File: config.mk
export PLATFORM = sky130hd
export DESIGN_NAME = pid_output_supervision
export DESIGN_NICKNAME = d
export VERILOG_FILES = /design/src/core/pid_sup_pkg.sv /design/src/core/delay_detect.sv /design/src/core/pid_output_supervision.sv
export VERILOG_INCLUDE_DIRS = /design/src /design/src/core
export SDC_FILE = /design/constraint.sdc
export NUM_CORES = 2
export LEC_CHECK = 0
export ABC_AREA = 0
export BUFFER_PORTS_ARGS = -buffer_cell sky130_fd_sc_hd__buf_2
export CAP_MARGIN = 5
export CORE_MARGIN = 2
export CORE_UTILIZATION = 30
export CTS_CLUSTER_DIAMETER = 200
export DETAILED_ROUTE_END_ITERATION = 10
export PLACE_DENSITY_LB_ADDON = 0.12
export SKIP_CTS_REPAIR_TIMING = 1
export SLEW_MARGIN = 10
export SYNTH_ARGS = -nofsm -noshare
export SYNTH_HDL_FRONTEND = slang
export SYNTH_HIERARCHICAL = 1
export SYNTH_SLANG_ARGS = --single-unit
File: constraint.sdc
create_clock -name i_clock -period 33.1 [get_ports i_clock]
set_input_delay 4.965 -clock i_clock [delete_from_list [all_inputs] [get_ports i_clock]]
set_output_delay 4.965 -clock i_clock [all_outputs]
set_load 0.03 [all_outputs]
File: src/core/pid_sup_defs.svh
// Constants for the PID output supervision block
`ifndef PID_SUP_DEFS_SVH
`define PID_SUP_DEFS_SVH

// ----------------------------------------------------------------
// Register byte addresses
// ----------------------------------------------------------------
`define ADDR_CTRL        8'h00
`define ADDR_GAIN        8'h04
`define ADDR_LOW_LVL     8'h08
`define ADDR_LOW_TIME    8'h0C
`define ADDR_HIGH_LVL    8'h10
`define ADDR_HIGH_TIME   8'h14
`define ADDR_SLEEP_LVL   8'h18
`define ADDR_SLEEP_DLY   8'h1C
`define ADDR_RAMP_TIME   8'h20
`define ADDR_STORED      8'h24
`define ADDR_STATUS      8'h28
`define ADDR_TARGET      8'h2C
`define ADDR_OUTPUT      8'h30

// ----------------------------------------------------------------
// Control field positions
// ----------------------------------------------------------------
`define CTRL_INVERT      0
`define CTRL_REV_SEL     1
`define CTRL_BYPASS      2
`define CTRL_STORED_SEL  3
`define CTRL_MODE_LO     4
`define CTRL_SUP_LO      7
`define CTRL_UNITS_LO    10
`define CTRL_STOP_LO     12
`define STATUS_FAULT     3

// ----------------------------------------------------------------
// Reset values and scales (levels in 0.01 %, times in 0.1 s)
// ----------------------------------------------------------------
`define RST_UNITS        2'h1
`define RST_GAIN         12'h064
`define GAIN_UNITY       100
`define RST_LOW_LVL      16'h0000
`define RST_LOW_TIME     8'h0A
`define RST_HIGH_LVL     16'h2710
`define RST_HIGH_TIME    8'h0A
`define RST_SLEEP_DLY    8'h00
`define FULL_SCALE       16'h2710
`define RAMP_STEP        48'h0000_0000_2710

// ----------------------------------------------------------------
// Timing
// ----------------------------------------------------------------
`define CLOCK_PERIOD_NS  10
`define TIME_UNIT_NS     100000000
`define TICK_CYCLES      (`TIME_UNIT_NS / `CLOCK_PERIOD_NS)

`endif

File: src/core/pid_sup_pkg.sv
// Types shared by the PID output supervision block
package pid_sup_pkg;

  // Sleep state, one-hot
  typedef enum logic [1:0] {
    ST_AWAKE  = 2'b01,
    ST_ASLEEP = 2'b10
  } sleep_state_t;

endpackage

File: src/core/delay_detect.sv
// Timed threshold detector counting tenth-second ticks
`timescale 1ns/100ps
module delay_detect #(
  parameter int TW = 8
) (
  // Clock and reset
  input  wire logic          i_clock,
  input  wire logic          i_rst_n,
  input  wire logic          i_clk_en,
  // Condition and timing
  input  wire logic          i_tick,
  input  wire logic          i_cond,
  input  wire logic [TW-1:0] i_time,
  // Result
  output logic               o_det
);

  logic [TW:0] cnt_r;

  // Count ticks while the condition holds, restart when it lapses
  always_ff @(posedge i_clock) begin
    if (!i_rst_n) begin
      cnt_r <= '0;
    end else if (i_clk_en) begin
      if (!i_cond) begin
        cnt_r <= '0;
      end else if (i_tick && !(&cnt_r)) begin
        cnt_r <= cnt_r + 1'b1;
      end
    end
  end

  // Detected once the held time is strictly longer than the setting
  always_ff @(posedge i_clock) begin
    if (!i_rst_n) begin
      o_det <= 1'b0;
    end else if (i_clk_en) begin
      o_det <= i_cond && (cnt_r > {1'b0, i_time});
    end
  end

endmodule // delay_detect

File: src/core/pid_output_supervision.sv
// PID output shaping, feedback supervision, sleep and target ramp
// Summary of operation
// RULE1: Sign invert set negates the PID output.
// RULE2: PID output is multiplied by gain 0.00..25.00, default 1.00; the gain register takes up to 40.95 without clamping.
// RULE3: Reverse select 0 clamps negative output to zero, stopping drive.
// RULE4: Reverse select 1 runs the motor reverse on negative output.
// RULE5: Modes 3 and 4 ignore reverse select and leave output unlimited.
// RULE6: Low feedback detected when below level longer than low time.
// RULE7: High feedback detected likewise above the high level and time.
// RULE8: Supervision 0 sets flags only and drops them back in range.
// RULE9: Supervision 1 adds alarm and general alarm output, keeps running.
// RULE10: Supervision 2 raises a fault, fault output, and stops the motor.
// RULE11: Supervision 3..5 act as 0..2 even with PID disabled.
// RULE12: Sleep entered when level stays below sleep level past delay.
// RULE13: Sleep left when level stays above sleep level past delay.
// RULE14: Sleep stops the motor by the selected stopping method.
// RULE15: Target changes ramp at programmed time, zero means no ramp.
// RULE16: Soft-start input assignment bypasses the target ramp.
// RULE17: Stored target used only when stored target select is 1.
// RULE18: Stored target held as 0.00..100.00 % of maximum, default 0.
// RULE19: Display units 0 Hz, 1 percent default, 2 r/min, 3 user.
// RULE20: Modes 3 and 4 add PID output to frequency command.
// RULE21: High level defaults to 100 %, high time to 1.0 s.
// RULE22: Delay timers restart whenever the condition lapses early.
//
// The address-and-strobe port and the placing of the registers are this design's own decisions.
`timescale 1ns/100ps
`include "pid_sup_defs.svh"
module pid_output_supervision
  import pid_sup_pkg::*;
#(
  parameter int TICK_CYCLES = `TICK_CYCLES
) (
  // Clock and reset
  input  wire logic               i_clock,
  input  wire logic               i_rst_n,
  input  wire logic               i_clk_en,
  // Register port
  input  wire logic [7:0]         i_addr,
  input  wire logic [31:0]        i_wdata,
  input  wire logic               i_wr,
  input  wire logic               i_rd,
  output logic      [31:0]        o_rdata,
  // Loop signals, 0.01 % of maximum frequency
  input  wire logic signed [15:0] i_pid_out,
  input  wire logic signed [15:0] i_freq_cmd,
  input  wire logic        [15:0] i_feedback,
  input  wire logic        [15:0] i_target_ext,
  input  wire logic               i_soft_start_assigned,
  // Drive command
  output logic             [15:0] o_freq_out,
  output logic                    o_reverse,
  output logic                    o_stop_req,
  output logic             [1:0]  o_stop_method,
  output logic                    o_pid_feedback_path,
  output logic             [15:0] o_target,
  output logic             [1:0]  o_display_units,
  // Supervision outputs
  output logic                    o_low_fb_flag,
  output logic                    o_high_fb_flag,
  output logic                    o_alarm,
  output logic                    o_fault,
  output logic                    o_low_feedback_event,
  output logic                    o_high_feedback_event,
  output logic                    o_sleep
);

  // ----------------------------------------------------------------
  // Helpers
  // ----------------------------------------------------------------
  function automatic logic signed [15:0] sat16(
    input logic signed [28:0] x);
    if (x > 29'sd32767) sat16 = 16'sh7FFF;
    else if (x < -29'sd32767) sat16 = -16'sh7FFF;
    else sat16 = x[15:0];
  endfunction

  function automatic logic [15:0] mag16(input logic signed [15:0] x);
    mag16 = x[15] ? 16'(-x) : x;
  endfunction

  // ----------------------------------------------------------------
  // Settings
  // ----------------------------------------------------------------
  logic        invert_r, rev_sel_r, bypass_r, stored_sel_r;
  logic [2:0]  mode_r, sup_sel_r;
  logic [1:0]  units_r, stop_method_r;
  logic [11:0] gain_r;
  logic [15:0] low_lvl_r, high_lvl_r, sleep_lvl_r, ramp_time_r;
  logic [15:0] stored_r;
  logic [7:0]  low_time_r, high_time_r, sleep_dly_r;
  logic        wr_en, fault_clr;

  assign wr_en     = i_clk_en && i_wr;
  assign fault_clr = wr_en && (i_addr == `ADDR_STATUS) &&
                     i_wdata[`STATUS_FAULT];

  // Register writes
  always_ff @(posedge i_clock) begin
    if (!i_rst_n) begin
      invert_r      <= 1'b0;
      rev_sel_r     <= 1'b0;
      bypass_r      <= 1'b0;
      stored_sel_r  <= 1'b0;                      // RULE17
      mode_r        <= 3'h0;
      sup_sel_r     <= 3'h0;
      units_r       <= `RST_UNITS;                // RULE19
      stop_method_r <= 2'h0;
      gain_r        <= `RST_GAIN;                 // RULE2
      low_lvl_r     <= `RST_LOW_LVL;              // RULE6
      low_time_r    <= `RST_LOW_TIME;             // RULE6
      high_lvl_r    <= `RST_HIGH_LVL;             // RULE21
      high_time_r   <= `RST_HIGH_TIME;            // RULE21
      sleep_lvl_r   <= 16'h0000;
      sleep_dly_r   <= `RST_SLEEP_DLY;            // RULE12
      ramp_time_r   <= 16'h0000;                  // RULE15
      stored_r      <= 16'h0000;                  // RULE18
    end else if (wr_en) begin
      case (i_addr)
        `ADDR_CTRL: begin
          invert_r      <= i_wdata[`CTRL_INVERT];
          rev_sel_r     <= i_wdata[`CTRL_REV_SEL];
          bypass_r      <= i_wdata[`CTRL_BYPASS];
          stored_sel_r  <= i_wdata[`CTRL_STORED_SEL];
          mode_r        <= i_wdata[`CTRL_MODE_LO +: 3];
          sup_sel_r     <= i_wdata[`CTRL_SUP_LO +: 3];
          units_r       <= i_wdata[`CTRL_UNITS_LO +: 2];
          stop_method_r <= i_wdata[`CTRL_STOP_LO +: 2];
        end
        `ADDR_GAIN:      gain_r      <= i_wdata[11:0];
        `ADDR_LOW_LVL:   low_lvl_r   <= i_wdata[15:0];
        `ADDR_LOW_TIME:  low_time_r  <= i_wdata[7:0];
        `ADDR_HIGH_LVL:  high_lvl_r  <= i_wdata[15:0];
        `ADDR_HIGH_TIME: high_time_r <= i_wdata[7:0];
        `ADDR_SLEEP_LVL: sleep_lvl_r <= i_wdata[15:0];
        `ADDR_SLEEP_DLY: sleep_dly_r <= i_wdata[7:0];
        `ADDR_RAMP_TIME: ramp_time_r <= i_wdata[15:0];
        `ADDR_STORED: begin                       // RULE18
          stored_r <= (i_wdata[15:0] > `FULL_SCALE) ?
                      `FULL_SCALE : i_wdata[15:0];
        end
        default: ;
      endcase
    end
  end

  // ----------------------------------------------------------------
  // Tenth-second tick
  // ----------------------------------------------------------------
  logic [31:0] tick_cnt_r;
  logic        tick_r;

  always_ff @(posedge i_clock) begin
    if (!i_rst_n) begin
      tick_cnt_r <= 32'h0;
      tick_r     <= 1'b0;
    end else if (i_clk_en) begin
      tick_r <= (tick_cnt_r == 32'(TICK_CYCLES - 1));
      if (tick_cnt_r == 32'(TICK_CYCLES - 1)) tick_cnt_r <= 32'h0;
      else tick_cnt_r <= tick_cnt_r + 32'h1;
    end
  end

  // ----------------------------------------------------------------
  // Output shaping
  // ----------------------------------------------------------------
  logic               pid_en, mode_add;
  logic signed [15:0] pid_sgn, pid_g, sum_s;
  logic        [15:0] freq_nxt;
  logic               rev_nxt;

  assign pid_en   = (mode_r != 3'h0);
  assign mode_add = (mode_r == 3'h3) || (mode_r == 3'h4);
  assign pid_sgn  = invert_r ? sat16(-29'(i_pid_out)) : i_pid_out; // RULE1
  assign pid_g    = sat16(29'((29'(pid_sgn) * $signed({1'b0, gain_r}))
                          / `GAIN_UNITY));                      // RULE2
  assign sum_s    = sat16(29'(i_freq_cmd) + 29'(pid_g));        // RULE20

  // Direction and magnitude of the frequency sent to the drive
  always_comb begin
    rev_nxt  = 1'b0;
    freq_nxt = 16'h0000;
    if (!pid_en) begin
      rev_nxt  = i_freq_cmd[15];
      freq_nxt = mag16(i_freq_cmd);
    end else if (mode_add) begin
      rev_nxt  = sum_s[15];                       // RULE5
      freq_nxt = mag16(sum_s);                    // RULE5
    end else begin
      if (pid_g[15] && rev_sel_r) begin
        rev_nxt  = 1'b1;                          // RULE4
        freq_nxt = mag16(pid_g);                  // RULE4
      end else if (!pid_g[15]) begin
        freq_nxt = pid_g;
      end
      if (!bypass_r && freq_nxt > `FULL_SCALE) freq_nxt = `FULL_SCALE;
    end
  end

  // ----------------------------------------------------------------
  // Feedback supervision
  // ----------------------------------------------------------------
  logic sup_on, low_det, high_det, is_flag, is_alarm, is_fault;
  logic fault_nxt;

  assign sup_on   = (sup_sel_r >= 3'h3) || pid_en;          // RULE11
  assign is_flag  = (sup_sel_r == 3'h0) || (sup_sel_r == 3'h3);
  assign is_alarm = (sup_sel_r == 3'h1) || (sup_sel_r == 3'h4);
  assign is_fault = (sup_sel_r == 3'h2) || (sup_sel_r == 3'h5);

  delay_detect #(.TW(8)) u_low (
    .i_clock  (i_clock),
    .i_rst_n  (i_rst_n),
    .i_clk_en (i_clk_en),
    .i_tick   (tick_r),
    .i_cond   (sup_on && (i_feedback < low_lvl_r)),          // RULE6
    .i_time   (low_time_r),
    .o_det    (low_det)
  );

  delay_detect #(.TW(8)) u_high (
    .i_clock  (i_clock),
    .i_rst_n  (i_rst_n),
    .i_clk_en (i_clk_en),
    .i_tick   (tick_r),
    .i_cond   (sup_on && (i_feedback > high_lvl_r)),         // RULE7
    .i_time   (high_time_r),
    .o_det    (high_det)
  );

  // Fault is sticky until software clears it, a new event wins
  assign fault_nxt = (is_fault && (low_det || high_det)) ||  // RULE10
                     (o_fault && !fault_clr);

  // Flags and alarm follow the detectors, faults latch
  always_ff @(posedge i_clock) begin
    if (!i_rst_n) begin
      o_low_fb_flag         <= 1'b0;
      o_high_fb_flag        <= 1'b0;
      o_alarm               <= 1'b0;
      o_fault               <= 1'b0;
      o_low_feedback_event  <= 1'b0;
      o_high_feedback_event <= 1'b0;
    end else if (i_clk_en) begin
      o_low_fb_flag  <= low_det && (is_flag || is_alarm);   // RULE8
      o_high_fb_flag <= high_det && (is_flag || is_alarm);  // RULE8
      o_alarm        <= is_alarm && (low_det || high_det);  // RULE9
      o_fault        <= fault_nxt;                          // RULE10
      o_low_feedback_event <= (is_alarm && low_det) ||
        (is_fault && low_det) || (o_low_feedback_event && o_fault &&
        !fault_clr);
      o_high_feedback_event <= (is_alarm && high_det) ||
        (is_fault && high_det) || (o_high_feedback_event && o_fault &&
        !fault_clr);
    end
  end

  // ----------------------------------------------------------------
  // Sleep
  // ----------------------------------------------------------------
  sleep_state_t       state_r;
  logic signed [16:0] lvl_s, slp_s;
  logic               enter_det, exit_det, sleep_nxt;

  assign lvl_s = pid_en ? 17'(pid_g) : 17'(i_freq_cmd);
  assign slp_s = $signed({1'b0, sleep_lvl_r});

  delay_detect #(.TW(8)) u_enter (
    .i_clock  (i_clock),
    .i_rst_n  (i_rst_n),
    .i_clk_en (i_clk_en),
    .i_tick   (tick_r),
    .i_cond   ((state_r == ST_AWAKE) && (lvl_s < slp_s)),    // RULE12
    .i_time   (sleep_dly_r),
    .o_det    (enter_det)
  );

  delay_detect #(.TW(8)) u_exit (
    .i_clock  (i_clock),
    .i_rst_n  (i_rst_n),
    .i_clk_en (i_clk_en),
    .i_tick   (tick_r),
    .i_cond   ((state_r == ST_ASLEEP) && (lvl_s > slp_s)),   // RULE13
    .i_time   (sleep_dly_r),
    .o_det    (exit_det)
  );

  assign sleep_nxt = (state_r == ST_AWAKE) ? enter_det : !exit_det;

  // Sleep state machine
  always_ff @(posedge i_clock) begin
    if (!i_rst_n) begin
      state_r <= ST_AWAKE;
    end else if (i_clk_en) begin
      unique case (state_r)
        ST_AWAKE:  if (enter_det) state_r <= ST_ASLEEP;      // RULE12
        ST_ASLEEP: if (exit_det) state_r <= ST_AWAKE;        // RULE13
      endcase
    end
  end

  // ----------------------------------------------------------------
  // Target selection and ramp
  // ----------------------------------------------------------------
  logic [15:0] target_src;
  logic        ramp_off;
  logic [47:0] acc_r, ramp_span;

  assign target_src = stored_sel_r ? stored_r : i_target_ext; // RULE17
  assign ramp_off   = i_soft_start_assigned ||               // RULE16
                      (ramp_time_r == 16'h0000);             // RULE15
  assign ramp_span  = 48'(ramp_time_r) * 48'(TICK_CYCLES);

  // One unit step each time full scale per ramp time accumulates
  always_ff @(posedge i_clock) begin
    if (!i_rst_n) begin
      o_target <= 16'h0000;
      acc_r    <= 48'h0;
    end else if (i_clk_en) begin
      if (ramp_off) begin
        o_target <= target_src;                              // RULE16
        acc_r    <= 48'h0;
      end else if (o_target == target_src) begin
        acc_r <= 48'h0;
      end else if (acc_r + `RAMP_STEP >= ramp_span) begin    // RULE15
        acc_r    <= acc_r + `RAMP_STEP - ramp_span;
        o_target <= (o_target < target_src) ? o_target + 16'h1 :
                    o_target - 16'h1;
      end else begin
        acc_r <= acc_r + `RAMP_STEP;
      end
    end
  end

  // ----------------------------------------------------------------
  // Drive command outputs
  // ----------------------------------------------------------------
  always_ff @(posedge i_clock) begin
    if (!i_rst_n) begin
      o_freq_out          <= 16'h0000;
      o_reverse           <= 1'b0;
      o_stop_req          <= 1'b0;
      o_stop_method       <= 2'h0;
      o_pid_feedback_path <= 1'b0;
      o_display_units     <= `RST_UNITS;
      o_sleep             <= 1'b0;
    end else if (i_clk_en) begin
      o_freq_out          <= freq_nxt;                       // RULE3
      o_reverse           <= rev_nxt;
      o_stop_req          <= fault_nxt || sleep_nxt;         // RULE14
      o_stop_method       <= stop_method_r;                  // RULE14
      o_pid_feedback_path <= (mode_r == 3'h2) ||
                             (mode_r == 3'h4);               // RULE20
      o_display_units     <= units_r;                        // RULE19
      o_sleep             <= sleep_nxt;
    end
  end

  // ----------------------------------------------------------------
  // Register reads
  // ----------------------------------------------------------------
  always_ff @(posedge i_clock) begin
    if (!i_rst_n) begin
      o_rdata <= 32'h0;
    end else if (i_clk_en) begin
      o_rdata <= 32'h0;
      if (i_rd) begin
        case (i_addr)
          `ADDR_CTRL: o_rdata <= 32'({stop_method_r, units_r,
            sup_sel_r, mode_r, stored_sel_r, bypass_r, rev_sel_r,
            invert_r});
          `ADDR_GAIN:      o_rdata <= 32'(gain_r);
          `ADDR_LOW_LVL:   o_rdata <= 32'(low_lvl_r);
          `ADDR_LOW_TIME:  o_rdata <= 32'(low_time_r);
          `ADDR_HIGH_LVL:  o_rdata <= 32'(high_lvl_r);
          `ADDR_HIGH_TIME: o_rdata <= 32'(high_time_r);
          `ADDR_SLEEP_LVL: o_rdata <= 32'(sleep_lvl_r);
          `ADDR_SLEEP_DLY: o_rdata <= 32'(sleep_dly_r);
          `ADDR_RAMP_TIME: o_rdata <= 32'(ramp_time_r);
          `ADDR_STORED:    o_rdata <= 32'(stored_r);
          `ADDR_STATUS: o_rdata <= 32'({o_reverse, o_sleep, o_fault,
            o_alarm, high_det, low_det});
          `ADDR_TARGET:    o_rdata <= 32'(o_target);
          `ADDR_OUTPUT:    o_rdata <= 32'(o_freq_out);
          default:         o_rdata <= 32'h0;
        endcase
      end
    end
  end

  // ----------------------------------------------------------------
  // Checks
  // ----------------------------------------------------------------
  a_gain_unity_pass: assert property (@(posedge i_clock) // RULE2
    disable iff (!i_rst_n)
    (i_clk_en && mode_r == 3'h1 && gain_r == `RST_GAIN && !invert_r &&
     !i_pid_out[15] && i_pid_out <= $signed(`FULL_SCALE))
    |=> o_freq_out == $past(i_pid_out))
    else $error("unity gain output differs from PID output");

  a_invert_negates: assert property (@(posedge i_clock) // RULE1
    disable iff (!i_rst_n)
    (i_clk_en && mode_r == 3'h1 && gain_r == `RST_GAIN && invert_r &&
     rev_sel_r && i_pid_out > 16'sh0000 && i_pid_out < 16'sh2710)
    |=> o_reverse && o_freq_out == $past(i_pid_out))
    else $error("inverted output not reversed");

  a_neg_clamp_zero: assert property (@(posedge i_clock) // RULE3
    disable iff (!i_rst_n)
    (i_clk_en && mode_r == 3'h2 && !rev_sel_r && pid_g[15])
    |=> !o_reverse && o_freq_out == 16'h0000)
    else $error("negative output not clamped to zero");

  a_add_mode_rev: assert property (@(posedge i_clock) // RULE5
    disable iff (!i_rst_n)
    (i_clk_en && mode_add && !rev_sel_r && sum_s[15]) |=> o_reverse)
    else $error("add mode did not ignore reverse select");

  a_flag_no_alarm: assert property (@(posedge i_clock) // RULE8
    disable iff (!i_rst_n)
    $past(i_clk_en && is_flag) |-> !o_alarm && !o_low_feedback_event)
    else $error("flag mode raised an alarm");

  a_alarm_has_flag: assert property (@(posedge i_clock) // RULE9
    disable iff (!i_rst_n)
    o_alarm |-> (o_low_fb_flag || o_high_fb_flag))
    else $error("alarm without a feedback flag");

  a_fault_stops: assert property (@(posedge i_clock) // RULE10
    disable iff (!i_rst_n)
    (o_fault || o_sleep) |-> o_stop_req)
    else $error("fault or sleep without stop request");

  a_soft_start_bypass: assert property (@(posedge i_clock) // RULE16
    disable iff (!i_rst_n)
    (i_clk_en && i_soft_start_assigned && !stored_sel_r)
    |=> o_target == $past(i_target_ext))
    else $error("target ramp not bypassed");

  a_sleep_method: assert property (@(posedge i_clock) // RULE14
    disable iff (!i_rst_n)
    o_sleep |-> o_stop_req && o_stop_method == $past(stop_method_r))
    else $error("sleep stop method mismatch");

endmodule // pid_output_supervision

**Yosys cells after proc, flatten, opt, wreduce, memory -nomap -nowiden**

Cells that the tools add are included.
W data, S select, Z words.

- Divide/modulo/power cells: 1
- Magnitude comparators: 19
- Reductions and logical operators: 77
- $mul: 2
- Equality and inequality tests: 31
- Mux-type cells: 45
- Add/sub/neg operators: 14

Operators by type and width:

| operator | number |
|---|---|
| $mux W16 | 23 |
| $pmux W16 S13 | 1 |
| $mux W48 | 3 |
| $mux W9 | 8 |
| $gt A29 B16 Y1 const B | 2 |
| $lt A29 B16 Y1 const B | 2 |
| $add A48 B14 Y48 const B | 1 |
| $ge A48 B40 Y1 | 1 |
| $neg A16 Y16 | 3 |
| $sub A48 B40 Y48 | 1 |
| $eq A8 B6 Y1 const B | 5 |
| $add A9 B1 Y9 const B | 4 |
| $gt A9 B8 Y1 | 4 |
| $reduce_and A9 Y1 | 4 |
| $mul A16 B17 Y33 const B | 1 |
| $add A32 B1 Y32 const B | 1 |
| $div A32 B8 Y32 const B | 1 |
| $eq A32 B24 Y1 const B | 1 |
| $eq A8 B5 Y1 const B | 4 |
| $gt A16 B14 Y1 const B | 2 |
| $lt A16 B16 Y1 | 2 |
| $mux W32 | 1 |
| $logic_and A1 B1 Y1 | 30 |
| $mul A16 B13 Y29 | 1 |
| other kinds (34) | 83 |

- Word-level logic and storage cells: 233
- Flip-flop bits (word level): 331
- Output and inout bits: 78
- Input port bits: 110

**Logic depth before layout (Yosys ltp)**

- Depth after elaboration: 20
- Depth in mapped cells: 142
- Depth with buffers taken out: 120

**By module**

Netlist, hierarchy kept.

Modules (own cells, without submodules):

| module | instances | cells each | sequential area each (um^2) | area each (um^2) |
|---|---|---|---|---|
| pid_output_supervision | 1 | 5082 | 5425.2 | 39750.6 |
| delay_detect | 4 | 79 | 200.2 | 683.2 |

**Worst setup path before layout**

OpenSTA, ideal clock, no wires.

- Path kind: input to register
- Start point: input port i_pid_out[0]
- End point: register o_freq_out[14]
- Library setup time: 0.076 ns
- Required time: 33.024 ns
- Path buffers: 15
- Slack: -0.367 ns
- Cell stages on the path: 128
- Arrival: 33.391 ns
- Cell sequence: clkbuf_1 > inv_1 > ha_1 > or3b_1 > clkbuf_1 > clkbuf_1 > a2111oi_0 > a211oi_1 > a21oi_1 > nor4_1 > o21ai_0 > clkbuf_1 > o31ai_1 > a22o_1 > clkbuf_1 > and2_1 > fa_1 > inv_1 > [92 not listed] > xnor2_1 > nor4b_1 > nand3_1 > a21oi_1 > clkbuf_1 > a21o_1 > ha_1 > o211a_1 > o21ai_0 > nor2_1 > o21ai_0 > nor2_1 > mux2i_1 > a21oi_1 > o21ai_0 > a21oi_1 > o21ai_0 > a21boi_0

- Longest elaborated chain between the ends: 20

RTL lines:

| what | RTL line | text |
|---|---|---|
| start, declared | pid_output_supervision.sv:45 | `input wire logic signed [15:0] i_pid_out,` |
| $neg A16 Y29 | pid_output_supervision.sv:174 | `assign pid_sgn = invert_r ? sat16(-29'(i_pid_out)) : i_pid_out;` |
| $lt A29 B16 Y1 | pid_output_supervision.sv:74 | `else if (x < -29'sd32767) sat16 = -16'sh7FFF;` |
| $mux W16 | pid_output_supervision.sv:74 |  |
| $mux W16 | pid_output_supervision.sv:73 | `if (x > 29'sd32767) sat16 = 16'sh7FFF;` |
| $mux W16 (*) | pid_output_supervision.sv:174 |  |
| $mul A16 B13 Y29 (*) | pid_output_supervision.sv:175 | `assign pid_g = sat16(29'((29'(pid_sgn) * $signed({1'b0, gain_r}))` |
| $div A32 B8 Y32 (no line) (*) | -- |  |
| $lt A29 B16 Y1 | pid_output_supervision.sv:74 |  |
| $mux W16 | pid_output_supervision.sv:74 |  |
| $mux W16 (*) | pid_output_supervision.sv:73 |  |
| branches (longest 8 deep; another with $add A16 B16 Y17) | -- |  |
| $mux W16 (*) | pid_output_supervision.sv:186 | `end else if (mode_add) begin` |
| $mux W16 (*) | pid_output_supervision.sv:183 | `if (!pid_en) begin` |
| end signal, assigned | pid_output_supervision.sv:348 | `o_freq_out <= freq_nxt;` |
| end, declared | pid_output_supervision.sv:51 | `output logic [15:0] o_freq_out,` |

Mark *: on every way between the ends. The select of a mux whose other input is x is not followed.
A chain may end at the register's enable or synchronous reset.

**Final worst setup path**

- Start point: input port i_pid_out[0]
- End point: register o_freq_out[10]

The elaborated chain is that of the path after synthesis.

==> metrics.txt <==
Post-DRT Antenna Nets 0; first-pass GRT wire length 244 mm; CP max FO 9; layout cell share with drive strength beyond 1 0.247; required time worst endpoint 33.60 ns; post-DP HPWL 127 mm; Placer Congestion 0.905; f_max 0.0312 GHz; CTS root buffer clkbuf_16; setup violators final 0; post-synthesis instance total 5398; Hold Startpoint o_stop_req$_SDFFE_PN0P_; fin nets 7055; WP data arrival 32.53 ns; Async S/R FF share, synth 0; YS warnings 6; depth of the CTS H-tree 2; area grow syn2layout 29.2%; most frequent cell on the critical path buf_4; WS Path Type in -> reg; Row Count 138; worst slack, placed -1.02 ns; GRT Util Overall 0.211; Reg-to-Reg Start invert_r$_SDFFE_PN0P_; CTS tree done; Main synth FF type dfxtp_1; critical path capture point type flop; Commonest cells post-synth nand2_1, inv_1, ha_1; Clock Latency Late Sink 0.59 ns; largest net degree at the start of global routing 94; vias in the first global route 41417; Area contributors post-synth dfxtp_1, ha_1, fa_1, nand2_1, inv_1; Mapped Area 42500 um2; area share of the largest cell type after synthesis 0.147; starting density of the core 0.301; Die X 380 um; clk_skew 0.0150 ns; max-cap check violation count 0; area leader, netlist dfxtp_1; Min Hold Slack 0.470 ns; height of the die 380 um; Fin. Hold Viols 0; reg2reg end o_freq_out[10]$_SDFFE_PN0P_; global route overflow 0; Worst setup SP type primary input; syn avg cell area 7.87 um2; Period Utilization, post-route 0.968; clock sink count 311; Distinct cells, synth 138; DRT Pass-1 Iters 6; worst-margin pin slew 1.36 ns; sequential area share after synthesis 0.147; CTS max path bufs 3; EDFF count, synth 0; DRC Markers 0; Num CTS Buffers 40; status finished, final reports clean; Reg2Reg Depth 133; max incr delay on CP 0.60 ns; Avg Vias per Cell 5.17; initial antenna violation count 18; Die ar. 145000 um2; most frequent cell after synthesis nand2_1; Slew headroom 0.0868; #FFs+latches synth 311; DRT iter0 DRCs 2895; detailed-route wire length 159 mm; Tmin final 32.02 ns; FILL cells 14780; Vias 42509; hold depth 2; Worst R2R Setup Slack 6.24 ns; Max Slew Vio Count 0; Reg clk slew, reported paths 0.06 ns; setup slack after layout 1.08 ns; WL/cell 19.3 um; number of buffers inserted by port buffering 155; cell at the slowest stage of the critical path or4_4; Worst Hold Class reg -> reg; I/O pins 188; Min-Delay Endpoint o_stop_req$_SDFFE_PN0P_; core area 141000 um2
## cell families after synthesis
family | count (synthesis) | synth area share
DFF | 311 | 0.147
and+or+nand+nor | 1747 | 0.208
muxes | 114 | 0.0273
other | 1 | 0.0000883
adders and majority gates | 647 | 0.234
buffers and inverters | 832 | 0.0770
AOI/OAI and AO/OA | 1436 | 0.242
xor gates and xnor gates | 310 | 0.0649
## critical path, delay by kind of cell
kind / cells / cell delay [ns]
compound gates: 57 / 10.70
xor+xnor: 2 / 0.39
fa+ha+maj: 10 / 3.68
buf+inv: 32 / 4.33
mux: 6 / 1.31
simple gates: 31 / 7.08
## sequential cells by signal, summed over array words and instances, names as in the netlist, 16 cells and up
| signal | count |
|---|---|
| o_target | 16 |
| ramp_time_r | 16 |
| high_lvl_r | 16 |
| low_lvl_r | 16 |
| stored_r | 16 |
| o_rdata | 16 |
| acc_r | 44 |
| tick_cnt_r | 32 |
| o_freq_out | 16 |
| sleep_lvl_r | 16 |
## how the worst max path moves through the flow
| stage | startpoint | endpoint | slack, ns | cells after the start |
|---|---|---|---|---|
| final | i_pid_out[0] | o_freq_out[10]$_SDFFE_PN0P_ | 1.08 | 138 |
| after global routing | i_pid_out[0] | o_freq_out[14]$_SDFFE_PN0P_ | -0.22 | 144 |
| after CTS | i_pid_out[0] | o_freq_out[14]$_SDFFE_PN0P_ | -0.58 | 129 |
| after detailed placement | i_pid_out[0] | o_freq_out[14]$_SDFFE_PN0P_ | -1.02 | 126 |
| after global placement | i_pid_out[0] | o_freq_out[14]$_SDFFE_PN0P_ | -1.14 | 135 |
| after floorplan | i_pid_out[0] | o_freq_out[14]$_SDFFE_PN0P_ | 0.03 | 130 |
## area by class of cell
type / count / area, um2 / share of cell area
Multi-Input combinational cell: 4271 / 34700 / 0.633
Timing Repair Buffer: 1106 / 8070 / 0.147
Sequential cell: 311 / 6230 / 0.113
Tap cell: 1890 / 2360 / 0.0431
Inverter: 571 / 2140 / 0.0390
Clock buffer: 53 / 1120 / 0.0204
Clock inverter: 20 / 231 / 0.00422
Antenna cell: 3 / 7.51 / 0.000137
## placed cells by master (no fill, tap or decap), types with 169 or more instances in the layout
cell     instances
buf_4          927
nand2_1        571
inv_1          567
ha_1           384
dfxtp_1        311
nor2_1         294
a21oi_1        279
fa_1           245
o21ai_0        170
xnor2_1        169
## metrics by stage
stage / utilization / TNS [ns] / instances / area, um2
floorplan: - / 0 / 5413 / 42600
global placement: 0.364 / -5.12 / 8073 / 51300
detailed placement: 0.364 / -4.34 / 8073 / 51300
CTS: 0.374 / -1.23 / 8146 / 52700
global route: 0.389 / -0.452 / 8223 / 54900
finish: 0.389 / 0 / 8225 / 54900
## routing by layer
metal / wire, um / track usage / up-vias
li1: - / - / 20845
met1: 77000 / 0.301 / 20533
met2: 71900 / 0.343 / 940
met3: 7300 / 0.0243 / 183
met4: 2890 / 0.0375 / 8
met5: 37 / 0 / -
Power is not shown: default switching activity piles up to over one toggle a cycle in this logic, so the estimate is an artifact.
